===== src/mrt_pkg.sv =====
// Package of constants, codes and helpers for the memory range type resolver.
package mrt_pkg;
  // Memory type codes accepted by range typing.
  localparam logic [7:0] MRT_UC = 8'h00;
  localparam logic [7:0] MRT_WC = 8'h01;
  localparam logic [7:0] MRT_WT = 8'h04;
  localparam logic [7:0] MRT_WP = 8'h05;
  localparam logic [7:0] MRT_WB = 8'h06;
  // Register indices on the model-specific register port.
  localparam logic [7:0] MRT_IDX_CAP  = 8'h00;
  localparam logic [7:0] MRT_IDX_DEF  = 8'h01;
  localparam logic [7:0] MRT_IDX_VAR0 = 8'h10;
  // Field positions.
  localparam int MRT_TYPE_LSB  = 0;
  localparam int MRT_TYPE_MSB  = 7;
  localparam int MRT_ADDR_LSB  = 12;
  localparam int MRT_ADDR_MSB  = 51;
  localparam int MRT_ADDR_W    = 40;
  localparam int MRT_VALID_BIT = 11;
  localparam int MRT_FE_BIT    = 10;
  localparam int MRT_EN_BIT    = 11;
  localparam int MRT_CAP_FIX   = 8;
  localparam int MRT_CAP_WC    = 10;
  localparam int MRT_FEAT_BIT  = 12;
  // Reset values.
  localparam logic [7:0]  MRT_RST_TYPE = 8'h00;
  localparam logic [39:0] MRT_RST_ADDR = 40'h0;
  // Lookup latency in clock cycles from request to answer.
  localparam int MRT_LATENCY = 2;

  // True when a code is one of the basic types this device supports.
  function automatic logic mrt_code_ok(input logic [7:0] code, input logic wc_ok);
    logic ok;
    ok = (code == MRT_UC) || (code == MRT_WT) || (code == MRT_WP) || (code == MRT_WB);
    return ok || ((code == MRT_WC) && wc_ok);
  endfunction
endpackage


===== src/mrt_match_if.sv =====
// Interface carrying one base/mask pair to its matcher and the hit back.
`timescale 1ns/100ps
`default_nettype none
interface mrt_match_if;
  logic [39:0] base;   // Base field of the pair.
  logic [39:0] mask;   // Mask field of the pair.
  logic        pvalid; // Pair valid flag.
  logic [7:0]  ptype;  // Type code of the pair.
  logic [39:0] addr;   // Target address bits 51 to 12.
  logic        hit;    // Registered hit result.
  logic [7:0]  htype;  // Registered type of the hit.
  modport owner (output base, mask, pvalid, ptype, addr, input hit, htype);
  modport matcher (input base, mask, pvalid, ptype, addr, output hit, htype);
endinterface
`default_nettype wire


===== src/mrt_range_match.sv =====
// One variable range matcher with a registered hit.
`timescale 1ns/100ps
`default_nettype none
module mrt_range_match
  import mrt_pkg::*;
(
  input  wire logic     clk_in,
  input  wire logic     rst_b_in,
  mrt_match_if.matcher  mi
);
  logic hit_ff;       // Registered hit.
  logic [7:0] typ_ff; // Registered type.
  logic nxt_hit;      // Combinational hit.

  // A pair with its valid flag clear never hits.
  assign nxt_hit = mi.pvalid && ((mi.mask & mi.base) == (mi.mask & mi.addr));

  // Register the result so the compare tree does not sit in the resolve path.
  always_ff @(posedge clk_in) begin
    if (!rst_b_in) begin
      hit_ff <= 1'b0;
      typ_ff <= MRT_RST_TYPE;
    end else begin
      hit_ff <= nxt_hit;
      typ_ff <= mi.ptype;
    end
  end

  assign mi.hit   = hit_ff;
  assign mi.htype = typ_ff;
endmodule // mrt_range_match
`default_nettype wire


===== src/mrt_page_combine.sv =====
// Combines the range type with the page cache bits into the effective type.
`timescale 1ns/100ps
`default_nettype none
module mrt_page_combine
  import mrt_pkg::*;
(
  input  wire logic [7:0] rng_type_in,
  input  wire logic       pcd_in,
  input  wire logic       pwt_in,
  input  wire logic       cache_off_in,
  output logic [7:0]      eff_type_out
);
  // Page bits only ever narrow the range type, never widen it.
  always_comb begin
    eff_type_out = rng_type_in;
    if (cache_off_in) begin
      // Caching globally off: nothing is cached.
      eff_type_out = MRT_UC;
    end else if (rng_type_in == MRT_WC) begin
      // Cache disable with writethrough clear keeps write-combining.
      if (pcd_in && pwt_in) begin
        eff_type_out = MRT_UC;
      end
    end else if (pcd_in) begin
      eff_type_out = MRT_UC;
    end else if (pwt_in && (rng_type_in == MRT_WB)) begin
      eff_type_out = MRT_WT;
    end
  end
endmodule // mrt_page_combine
`default_nettype wire


===== src/mrt_resolver.sv =====
// Top of the memory range type resolver: registers, matchers and resolve.
//
// Overview of operation
// - Range base holds type code; basic codes only.
// - Base field bits 51..12, low bits zero.
// - Mask bit 11 valid; invalid pair ignored.
// - Mask field bits 51..12, 4-Kbyte aligned.
// - Hit when mask-and-base equals mask-and-address.
// - Unmapped addresses take default type field.
// - Fixed enable gates fixed ranges only.
// - Master enable clear forces uncacheable.
// - Feature query reports support at bit 12.
// - Capability writes fault, contents kept.
// - Capability low byte counts variable pairs.
// - Capability bit 8 reports fixed ranges.
// - Capability bit 10 reports write-combining.
// - Page bits clear: range type applies.
// - Page cache-disable set gives uncacheable except write-combining.
// - Writethrough page turns writeback into writethrough.
// - Write-combining kept unless both page bits.
// - Fixed range beats variable range.
// - Overlap: same, uncacheable, writethrough-over-writeback.
// - Type codes 00,01,04,05,06 decoded.
`timescale 1ns/100ps
`default_nettype none
module mrt_resolver
  import mrt_pkg::*;
#(
  parameter int   PAIRS        = 8,    // Variable pairs, at most eight.
  parameter logic FIXED_SUPPORT = 1'b1, // Fixed ranges implemented.
  parameter logic WC_SUPPORT    = 1'b1  // Write-combining supported.
)(
  input  wire logic        clk_in,
  input  wire logic        rst_b_in,
  input  wire logic        msr_wr_in,
  input  wire logic        msr_rd_in,
  input  wire logic [7:0]  msr_idx_in,
  input  wire logic [63:0] msr_wdata_in,
  output logic      [63:0] msr_rdata_out,
  output logic             msr_ack_out,
  output logic             msr_gp_out,
  input  wire logic        req_valid_in,
  input  wire logic [51:0] req_addr_in,
  input  wire logic        req_pcd_in,
  input  wire logic        req_pwt_in,
  input  wire logic        cache_off_in,
  input  wire logic        fixed_hit_in,
  input  wire logic [7:0]  fixed_type_in,
  output logic             eff_valid_out,
  output logic [7:0]       eff_type_out,
  output logic [31:0]      feature_edx_out
);

  // Variable pair storage.
  logic [39:0] base_ff  [PAIRS]; // Base fields.
  logic [7:0]  btype_ff [PAIRS]; // Type fields.
  logic [39:0] mask_ff  [PAIRS]; // Mask fields.
  logic        mval_ff  [PAIRS]; // Pair valid flags.
  // Default type control state.
  logic [7:0]  def_type_ff; // Default type.
  logic        fe_ff;       // Fixed ranges on.
  logic        en_ff;       // Master enable.
  // Register port answer.
  logic [63:0] rdata_ff; // Read data.
  logic        ack_ff;   // Access answered.
  logic        gp_ff;    // Access faulted.
  // Lookup stage one.
  logic        s1_val_ff;   // Request in stage one.
  logic        s1_pcd_ff;   // Page cache-disable bit.
  logic        s1_pwt_ff;   // Page writethrough bit.
  logic        s1_cd_ff;    // Global cache disable.
  logic        s1_en_ff;    // Master enable at request.
  logic        s1_fe_ff;    // Fixed enable at request.
  logic        s1_fhit_ff;  // Fixed range hit.
  logic [7:0]  s1_ftype_ff; // Fixed range type.
  logic [7:0]  s1_def_ff;   // Default type at request.
  // Lookup stage two, the answer.
  logic        eff_val_ff;  // Answer valid.
  logic [7:0]  eff_type_ff; // Effective type.
  logic [31:0] feat_ff;     // Feature query bits.
  // Decode and resolve nets.
  logic [PAIRS-1:0] hit_v;        // Hits of all pairs.
  logic [7:0]       htype_a [PAIRS]; // Types of all pairs.
  logic [2:0]       sel;          // Pair addressed.
  logic             is_var;       // Index is a pair register.
  logic             is_mask;      // Odd index is the mask half.
  logic [7:0]       wcode;        // Written type code.
  logic             code_ok;      // Written code supported.
  logic             f_uc, f_wc, f_wt, f_wp, f_wb; // Types among hits.
  logic [7:0]       rng_type;     // Range-derived type.
  logic [7:0]       nxt_eff;      // Effective type before register.
  logic [63:0]      cap_word;     // Capability contents.

  // Pair registers sit two per pair above the first pair index.
  assign is_var  = (msr_idx_in >= MRT_IDX_VAR0) &&
                   (msr_idx_in < MRT_IDX_VAR0 + 8'(2 * PAIRS));
  assign sel     = msr_idx_in[3:1];
  assign is_mask = msr_idx_in[0];
  assign wcode   = msr_wdata_in[MRT_TYPE_MSB:MRT_TYPE_LSB];
  assign code_ok = mrt_code_ok(wcode, WC_SUPPORT);

  // Capability word is built from parameters, never from state.
  always_comb begin
    cap_word = 64'h0;
    cap_word[7:0] = 8'(PAIRS);
    cap_word[MRT_CAP_FIX] = FIXED_SUPPORT;
    cap_word[MRT_CAP_WC] = WC_SUPPORT;
  end

  // Pair registers take writes; a bad type code faults and stores nothing.
  always_ff @(posedge clk_in) begin
    if (!rst_b_in) begin
      for (int i = 0; i < PAIRS; i++) begin
        base_ff[i]  <= MRT_RST_ADDR;
        btype_ff[i] <= MRT_RST_TYPE;
        mask_ff[i]  <= MRT_RST_ADDR;
        mval_ff[i]  <= 1'b0;
      end
    end else if (msr_wr_in && is_var) begin
      if (is_mask) begin
        mask_ff[sel] <= msr_wdata_in[MRT_ADDR_MSB:MRT_ADDR_LSB];
        mval_ff[sel] <= msr_wdata_in[MRT_VALID_BIT];
      end else if (code_ok) begin
        base_ff[sel]  <= msr_wdata_in[MRT_ADDR_MSB:MRT_ADDR_LSB];
        btype_ff[sel] <= wcode;
      end
    end
  end

  // Default type control takes writes with the same code check.
  always_ff @(posedge clk_in) begin
    if (!rst_b_in) begin
      def_type_ff <= MRT_RST_TYPE;
      fe_ff       <= 1'b0;
      en_ff       <= 1'b0;
    end else if (msr_wr_in && (msr_idx_in == MRT_IDX_DEF) && code_ok) begin
      def_type_ff <= wcode;
      fe_ff       <= msr_wdata_in[MRT_FE_BIT];
      en_ff       <= msr_wdata_in[MRT_EN_BIT];
    end
  end

  // Every access is answered one cycle later; a write wins over a read.
  always_ff @(posedge clk_in) begin
    if (!rst_b_in) begin
      ack_ff   <= 1'b0;
      gp_ff    <= 1'b0;
      rdata_ff <= 64'h0;
    end else begin
      ack_ff <= msr_wr_in || msr_rd_in;
      gp_ff  <= 1'b0;
      if (msr_wr_in) begin
        // Capability is read-only; unknown indices fault too.
        if (msr_idx_in == MRT_IDX_CAP) begin
          gp_ff <= 1'b1;
        end else if (msr_idx_in == MRT_IDX_DEF) begin
          gp_ff <= !code_ok;
        end else if (is_var) begin
          gp_ff <= !is_mask && !code_ok;
        end else begin
          gp_ff <= 1'b1;
        end
      end else if (msr_rd_in) begin
        if (msr_idx_in == MRT_IDX_CAP) begin
          rdata_ff <= cap_word;
        end else if (msr_idx_in == MRT_IDX_DEF) begin
          rdata_ff <= {52'h0, en_ff, fe_ff, 2'b00, def_type_ff};
        end else if (is_var && is_mask) begin
          rdata_ff <= {12'h0, mask_ff[sel], mval_ff[sel], 11'h0};
        end else if (is_var) begin
          rdata_ff <= {12'h0, base_ff[sel], 4'h0, btype_ff[sel]};
        end else begin
          rdata_ff <= 64'h0;
          gp_ff    <= 1'b1;
        end
      end
    end
  end

  // One matcher per pair; each registers its hit at the request edge.
  generate
    for (genvar g = 0; g < PAIRS; g++) begin : g_pair
      mrt_match_if mi ();
      assign mi.base   = base_ff[g];
      assign mi.mask   = mask_ff[g];
      assign mi.pvalid = mval_ff[g];
      assign mi.ptype  = btype_ff[g];
      assign mi.addr   = req_addr_in[MRT_ADDR_MSB:MRT_ADDR_LSB];
      assign hit_v[g]   = mi.hit;
      assign htype_a[g] = mi.htype;
      mrt_range_match u_match (
        .clk_in   (clk_in),
        .rst_b_in (rst_b_in),
        .mi       (mi)
      );
    end
  endgenerate

  // Stage one captures the request's side inputs beside the matchers.
  always_ff @(posedge clk_in) begin
    if (!rst_b_in) begin
      s1_val_ff   <= 1'b0;
      s1_pcd_ff   <= 1'b0;
      s1_pwt_ff   <= 1'b0;
      s1_cd_ff    <= 1'b0;
      s1_en_ff    <= 1'b0;
      s1_fe_ff    <= 1'b0;
      s1_fhit_ff  <= 1'b0;
      s1_ftype_ff <= MRT_RST_TYPE;
      s1_def_ff   <= MRT_RST_TYPE;
    end else begin
      s1_val_ff   <= req_valid_in;
      s1_pcd_ff   <= req_pcd_in;
      s1_pwt_ff   <= req_pwt_in;
      s1_cd_ff    <= cache_off_in;
      s1_en_ff    <= en_ff;
      s1_fe_ff    <= fe_ff;
      s1_fhit_ff  <= fixed_hit_in;
      s1_ftype_ff <= fixed_type_in;
      s1_def_ff   <= def_type_ff;
    end
  end

  // Gather which types the hitting pairs carry.
  always_comb begin
    f_uc = 1'b0;
    f_wc = 1'b0;
    f_wt = 1'b0;
    f_wp = 1'b0;
    f_wb = 1'b0;
    for (int i = 0; i < PAIRS; i++) begin
      if (hit_v[i]) begin
        f_uc = f_uc || (htype_a[i] == MRT_UC);
        f_wc = f_wc || (htype_a[i] == MRT_WC);
        f_wt = f_wt || (htype_a[i] == MRT_WT);
        f_wp = f_wp || (htype_a[i] == MRT_WP);
        f_wb = f_wb || (htype_a[i] == MRT_WB);
      end
    end
  end

  // Resolve the range type; undefined overlaps fall to uncacheable as the safe choice.
  always_comb begin
    if (!s1_en_ff) begin
      rng_type = MRT_UC;
    end else if (s1_fe_ff && s1_fhit_ff) begin
      rng_type = s1_ftype_ff;
    end else if (hit_v == '0) begin
      rng_type = s1_def_ff;
    end else if (f_uc) begin
      rng_type = MRT_UC;
    end else if ($onehot({f_wc, f_wt, f_wp, f_wb})) begin
      rng_type = f_wc ? MRT_WC : f_wt ? MRT_WT : f_wp ? MRT_WP : MRT_WB;
    end else if (f_wt && f_wb && !f_wc && !f_wp) begin
      rng_type = MRT_WT;
    end else begin
      rng_type = MRT_UC;
    end
  end

  // Page bits narrow the range type.
  mrt_page_combine u_comb (
    .rng_type_in  (rng_type),
    .pcd_in       (s1_pcd_ff),
    .pwt_in       (s1_pwt_ff),
    .cache_off_in (s1_cd_ff),
    .eff_type_out (nxt_eff)
  );

  // Stage two registers the answer, giving a fixed latency.
  always_ff @(posedge clk_in) begin
    if (!rst_b_in) begin
      eff_val_ff  <= 1'b0;
      eff_type_ff <= MRT_UC;
    end else begin
      eff_val_ff  <= s1_val_ff;
      eff_type_ff <= nxt_eff;
    end
  end

  // Feature bit is constant once out of reset.
  always_ff @(posedge clk_in) begin
    if (!rst_b_in) begin
      feat_ff <= 32'h0;
    end else begin
      feat_ff <= 32'h0;
      feat_ff[MRT_FEAT_BIT] <= 1'b1;
    end
  end

  assign msr_rdata_out   = rdata_ff;
  assign msr_ack_out     = ack_ff;
  assign msr_gp_out      = gp_ff;
  assign eff_valid_out   = eff_val_ff;
  assign eff_type_out    = eff_type_ff;
  assign feature_edx_out = feat_ff;
endmodule // mrt_resolver
`default_nettype wire


===== config.mk =====
export PLATFORM = sky130hd
export DESIGN_NAME = mrt_resolver
export DESIGN_NICKNAME = d
export VERILOG_FILES = /design/src/mrt_pkg.sv /design/src/mrt_match_if.sv /design/src/mrt_range_match.sv /design/src/mrt_page_combine.sv /design/src/mrt_resolver.sv
export SDC_FILE = /design/constraint.sdc
export NUM_CORES = 2
export LEC_CHECK = 0
export BUFFER_PORTS_ARGS = -buffer_cell sky130_fd_sc_hd__buf_2
export CAP_MARGIN = 20
export CELL_PAD_IN_SITES_DETAIL_PLACEMENT = 1
export CELL_PAD_IN_SITES_GLOBAL_PLACEMENT = 1
export CORE_MARGIN = 3
export CORE_UTILIZATION = 35
export CTS_CLUSTER_DIAMETER = 120
export DETAILED_ROUTE_END_ITERATION = 8
export PLACE_DENSITY = 0.61
export SYNTH_ARGS = -nofsm -noshare
export SYNTH_HDL_FRONTEND = slang
export SYNTH_SLANG_ARGS = --single-unit

===== constraint.sdc =====
create_clock -name clk_in -period 8.2 [get_ports clk_in]
set_input_delay 0.82 -clock clk_in [delete_from_list [all_inputs] [get_ports clk_in]]
set_output_delay 0.82 -clock clk_in [all_outputs]
set_load 0.02 [all_outputs]

* Word level (Yosys, flattened, before mapping)
Memories as Yosys holds them, arrays and structs flattened. A register that Yosys moved wholly into a read port is not among the register bits.
Cells that the tools add are included.
** Storage, ports and cells
- Register bits :: 129
- Bits in writable memories :: 712
- Bits of input ports :: 141
- Output and inout bits :: 107
- Word-level logic and storage cells :: 279
- Memories kept :: 4
** Memory list
- base_ff :: words 8, bits a word 40, read ports 9, clocked after Yosys merged registers in 0, wr ports 8, RTL line mrt_resolver.sv:55 : logic [39:0] base_ff [PAIRS];
- mask_ff :: words 8, bits a word 40, read ports 9, clocked after Yosys merged registers in 0, wr ports 8, RTL line mrt_resolver.sv:57 : logic [39:0] mask_ff [PAIRS];
- btype_ff :: words 8, bits a word 8, read ports 9, clocked after Yosys merged registers in 8, wr ports 8, RTL line mrt_resolver.sv:56 : logic [7:0] btype_ff [PAIRS];
- mval_ff :: words 8, bits a word 1, read ports 9, clocked after Yosys merged registers in 0, wr ports 8, RTL line mrt_resolver.sv:58 : logic mval_ff [PAIRS];
** Cells by class
- Add/sub/neg operators :: 3
- $lt $le $gt $ge :: 2
- Equality and inequality tests :: 48
- Mux-type cells :: 89
- Bitwise gates (word level) :: 18
- Reductions and logical operators :: 89
** Operators by type and width (number)
- AND 40 bit :: 16
- equality test 40 bit :: 8
- equality test 8 x 3 -> 1 bit (second input constant) :: 28
- 2-to-1 mux 52 bit :: 4
- equality test 8 x 1 -> 1 bit (second input constant) :: 11
- logical NOT 8 bit :: 11
- 2-to-1 mux 40 bit :: 2
- OR reduction 40 bit :: 2
- 2-to-1 mux 1 bit :: 64
- 2-to-1 mux 8 bit :: 8
- logical OR 1 bit :: 40
- 2-to-1 mux 3 bit :: 8
- logical AND 1 bit :: 20
- 2-to-1 mux 13 bit :: 1
- logical NOT 1 bit :: 12
- >= comparator 8 x 5 -> 1 bit (second input constant) :: 1
- less-than comparator 8 x 6 -> 1 bit (second input constant) :: 1
- OR reduction 8 bit :: 1
- adder 1 x 1 -> 2 bit :: 2
- 2-to-1 mux 2 bit :: 2
- adder 2 x 2 -> 3 bit :: 1
- equality test 3 x 1 -> 1 bit (second input constant) :: 1
- NOT 1 bit :: 2
- AND reduction 2 bit :: 1
- 2 further kinds :: 2

* Depth between registers and ports, before layout
- Word-level depth :: 30
- Mapped depth :: 15
- Mapped depth without buffers :: 15

* Modules after synthesis
From an unflattened synthesis, not the netlist that was laid out.
** Second synthesis, totals
- Cell total of the unflattened synthesis :: 3476
- Area total of the unflattened synthesis :: 41751.3 um^2
** By module, submodules not included
- mrt_resolver :: instances 1, cells each 2805, area an instance 35291.3 um^2, sequential area each 23222.3 um^2
- mrt_range_match :: instances 8, cells each 82, area an instance 795.8 um^2, sequential area each 180.2 um^2
- mrt_page_combine :: instances 1, cells each 15, area an instance 93.8 um^2, sequential area each 0.0 um^2

* Least setup slack after synthesis
OpenSTA, ideal clock, no wires.
- Kind :: input port to flip-flop
- Start point :: input msr_wdata_in[7]
- End point :: memory base_ff[1][0], enable pin
- Setup time :: 520 ps
- Data arrival time :: 5522 ps
- Data required time :: 7680 ps
- Setup slack :: 2158 ps
- Stages on the path :: 5
- Path through :: or4_1 a211oi_2 nand4_1 buf_2 o21ai_0
** RTL lines
- start, declared :: RTL line mrt_resolver.sv:38 : input wire logic [63:0] msr_wdata_in,
- end, declared :: RTL line mrt_resolver.sv:55

* Worst setup path in the final report
- Start point :: register g_pair[6].u_match.typ_ff[4] (read register of btype_ff)
- End point :: register eff_type_ff[0], in the netlist eff_type_out[0]
** Between the ends
- Cells in the longest elaborated chain, start to end :: 19
- Elaborated cells between the ends (all ways) :: 50
** Ends and longest elaborated chain
- start, declared :: RTL line mrt_range_match.sv:12 : logic [7:0] typ_ff;
- parallel branches: the longest is 10 deep, another holds adder 2 x 2 -> 3 bit
- 2-to-1 mux 3 bit (*) :: RTL line mrt_resolver.sv:250 : end else if (f_uc) begin
- 2-to-1 mux 8 bit (*) :: RTL line mrt_resolver.sv:248 : end else if (hit_v == '0) begin
- 2-to-1 mux 8 bit (*) :: RTL line mrt_resolver.sv:246 : end else if (s1_fe_ff && s1_fhit_ff) begin
- 2-to-1 mux 8 bit (*) :: RTL line mrt_resolver.sv:244 : if (!s1_en_ff) begin
- equality test 8 x 3 -> 1 bit :: RTL line mrt_page_combine.sv:26 : end else if (pwt_in && (rng_type_in == MRT_WB)) begin
- logical AND 1 bit :: RTL line mrt_page_combine.sv:26
- 2-to-1 mux 8 bit :: RTL line mrt_page_combine.sv:26
- 2-to-1 mux 8 bit :: RTL line mrt_page_combine.sv:24 : end else if (pcd_in) begin
- 2-to-1 mux 8 bit (*) :: RTL line mrt_page_combine.sv:19 : end else if (rng_type_in == MRT_WC) begin
- end signal, assigned :: RTL line mrt_resolver.sv:277 : eff_type_ff <= nxt_eff;
- end, declared :: RTL line mrt_resolver.sv:79 : logic [7:0] eff_type_ff;
Every way passes the cells marked *.
A chain may end at the register's enable or synchronous reset.

==> flow_summary.ini <==
[route]
drc = 0
totalWireLength_um = 192000
drt_first_pass_iters = 8
routed-via-count = 32193
drtIter0Drc = 5105
vias_per_cell = 5.98
wl_per_cell_um = 35.7
postRouteAntennaNets = 0

[sta]
slew_violations = 0
fin_crit_sh_pct = 55.8
fin_crit_ps = 4580
worst_pin_slew_ps = 1330
setup_viol = 0
tns_ps = 0
finalHoldViolCount = 0
fmax_mhz = 218
slew_headroom_pct = 11.1
fin_skew_ps = 46.9
rsz0062_at_grt = no

[cells_and_area]
postLayoutCoreUtil_pct = 40.6
fillers = 12696
final_nets = 3828
drive_gt1_share_pct = 13.6
multiInputGateArea_mm2 = 0.0165
final_cell_area_mm2 = 0.0482
regArea_mm2 = 0.0247
syn_to_final_growth_pct = 14.9

[global_route]
grt_max_degree = 85
antenna_found_initial = 27
grt_pass1_wl_um = 262000
grt_use_total_pct = 30.0
grt_pass1_vias = 31478
gr-total-overflow = 0

[clocking]
numCtsBuffers = 101
hold_buffers = 0
cts.clk_slew.worst_paths_ps = 60
htree_levels = 3
clk_path_buf_depth = 3
cts_resized = 0
root_buffer = clkbuf_16
cts_tree = yes
cts.sinks = 880
post_cts_buffers = 0
clkLatencyLatePin_ps = 730

[die]
initial_core_util_pct = 35.4
die_w_um = 352
pin_count = 248
rows = 126
dieArea_mm2 = 0.124
core_mm2 = 0.119
die_y_um = 352

[synthesis]
synthDistinctLibCells = 77
synthCells = 3567
synth_warnings = 0
ys_ff_latch = 880
synth_seq_area_share_pct = 58.8
syn_area_mm2 = 0.0419
synth_area_leaders = edfxtp_1 (50%), and2_1 (11%), dfxtp_1 (8.4%)
synth.top_cell.area_share_pct = 50.4
synth_ff_type = edfxtp_1
syn_avg_cell_area_um2 = 11.8
postSynth.asyncResetShare_pct = 0
yosysTopAreaCell = edfxtp_1
synth_edf_count = 704

[critical_path]
critPathCaptureType = flip-flop
start_kind = flip-flop
cp.arrival_ps = 5200
crit_required_ps = 8820
path_class = flip-flop to flip-flop
cp_max_fo = 4
rrSetupSlack_ps = 3620

[placed_design]
io_buffers = 177
hpwl_um = 126000
dpl_cell_area_mm2 = 0.0448
gp_congestion = 0.964

[hold_path]
min-delay-path-class = primary input to flip-flop

[power]
internal_power_mw = 7.92
power_density_mw_per_mm2 = 226
leakagePower_nw = 17.4
clock_power_share_pct = 42.2
p_seq_share_pct = 47.8
comb_power_share_pct = 10.1
p_sw_share_pct = 27.3
ir_drop_uv = 191
p_sw_mw = 2.98
power_mw = 10.9

[job]
max_cap_viol_count = 0

[run_status]
outcome = complete, no violations
## layer usage
layer | up-vias | routed length (um) | global-route usage [%]
met4 | 10 | 9470 | 13.3
li1 | 13094 | - | -
met3 | 412 | 21800 | 6.85
met1 | 16598 | 77100 | 41.2
met2 | 2079 | 83500 | 45.5
met5 | - | 65 | 0
## worst max-delay path, cell delays in order, from the launching register on
cell and delay [ps]:
dfxtp_1 310, nor4b_1 830, nand2_1 230, o32ai_1 170
or4_1 220, inv_1 110, fa_1 490, inv_1 50
ha_1 190, ha_1 280, nor3b_1 280, nand2_1 130
or4_1 510, o21ai_0 290, nand4_1 220, a21boi_1 200
## power groups by stage
stage / registers (mW) / logic [mW] / clock network (mW)
finish: 5.21 / 1.10 / 4.59
global placement: 5.28 / 1.04 / 0
global route: 5.22 / 1.12 / 4.81
CTS: 5.20 / 1.06 / 4.63
detailed placement: 5.29 / 1.05 / 0
floorplan: 5.23 / 0.540 / 0
## kinds of logic (layout without fill, tap and decap cells)
kind of cell | after synthesis | after routing | share of synthesized area (%)
AND/OR/NAND/NOR | 1254 | 1254 | 17.5
flip-flops | 880 | 880 | 58.8
AO/OA/AOI/OAI | 684 | 684 | 11.1
buffers and inverters | 340 | 460 | 3.56
XOR/XNOR | 320 | 320 | 6.68
multiplexers | 85 | 85 | 2.28
adder cells (fa/ha/maj) | 3 | 3 | 0.107
other | 1 | 96 | 0.00894
## cell usage after synthesis, types with 35 or more instances
| cell | count |
|---|---|
| a221oi_1 | 64 |
| nor2_1 | 109 |
| nor2b_1 | 48 |
| buf_4 | 44 |
| nand4_1 | 39 |
| and2_1 | 765 |
| nand2_1 | 99 |
| mux2i_1 | 45 |
| buf_2 | 42 |
| a22o_1 | 64 |
| xor2_1 | 319 |
| nor3_1 | 60 |
| o22ai_1 | 211 |
| a21oi_1 | 95 |
| nor4_1 | 52 |
| mux2_2 | 35 |
| a22oi_1 | 35 |
| o21ai_0 | 111 |
| dfxtp_1 | 176 |
| edfxtp_1 | 704 |
| clkbuf_1 | 216 |
## flip-flops by register name (all words and copies together), names as in the netlist, 8 cells and up
| signal | count |
|---|---|
| g_pair.u_match.mi.htype | 64 |
| mval_ff | 8 |
| eff_type_out | 8 |
| msr_rdata_out | 51 |
| g_pair.u_match.mi.hit | 8 |
| btype_ff | 64 |
| def_type_ff | 8 |
| base_ff | 320 |
| mask_ff | 320 |
| s1_def_ff | 8 |
| s1_ftype_ff | 8 |
## cell type report
class	count	share of cell area [%]
tap	1600	4.15
inverter	15	0.117
clock buffer	144	6.07
sequential	880	51.2
multi-input combinational	2430	34.2
clock inverter	45	0.860
timing repair buffer	256	3.39
antenna	12	0.0623
## cell usage in the layout, fill, tap and decap left out, types with 11 or more instances in the layout
cell and count:
clkbuf_8 11, dfxtp_1 176, conb_1 84, clkbuf_16 107, clkbuf_1 26, nand3_1 20, mux2_2 35, clkinv_2 22
diode_2 12, o21ai_0 95, a21oi_1 95, a22o_1 64, o22ai_1 211, nor2_1 95, o221ai_1 15, a22oi_1 35
nor2_4 16, edfxtp_1 704, nor2b_1 48, o21ai_4 16, mux2i_1 45, buf_2 172, inv_1 15, buf_4 72
xor2_1 319, nand4_1 39, nor4_1 52, a221oi_1 64, nand2_1 95, a211oi_1 20, nor3_1 60, and2_1 765
## path summary, 6_finish.rpt
| path | startpoint | endpoint | cells after the start |
|---|---|---|---|
| hold reg to reg | s1_val_ff | eff_valid_out | 1 |
| hold / removal | fixed_type_in[4] | s1_ftype_ff[4] | 2 |
| setup reg to reg | g_pair[6].u_match.mi.htype[4] | eff_type_out[0] | 15 |
| setup / recovery | g_pair[6].u_match.mi.htype[4] | eff_type_out[0] | 15 |
## stage by stage
step | worst slack, ps | std cells | hold slack [ps]
finish | 3620 | 5382 | 310
global route | 3100 | 5371 | 301
CTS | 3640 | 5370 | 279
detailed placement | 3310 | 5181 | 429
global placement | 3010 | 5178 | 419
floorplan | 2160 | 3650 | 412
Power figures use the tool's default switching activity.
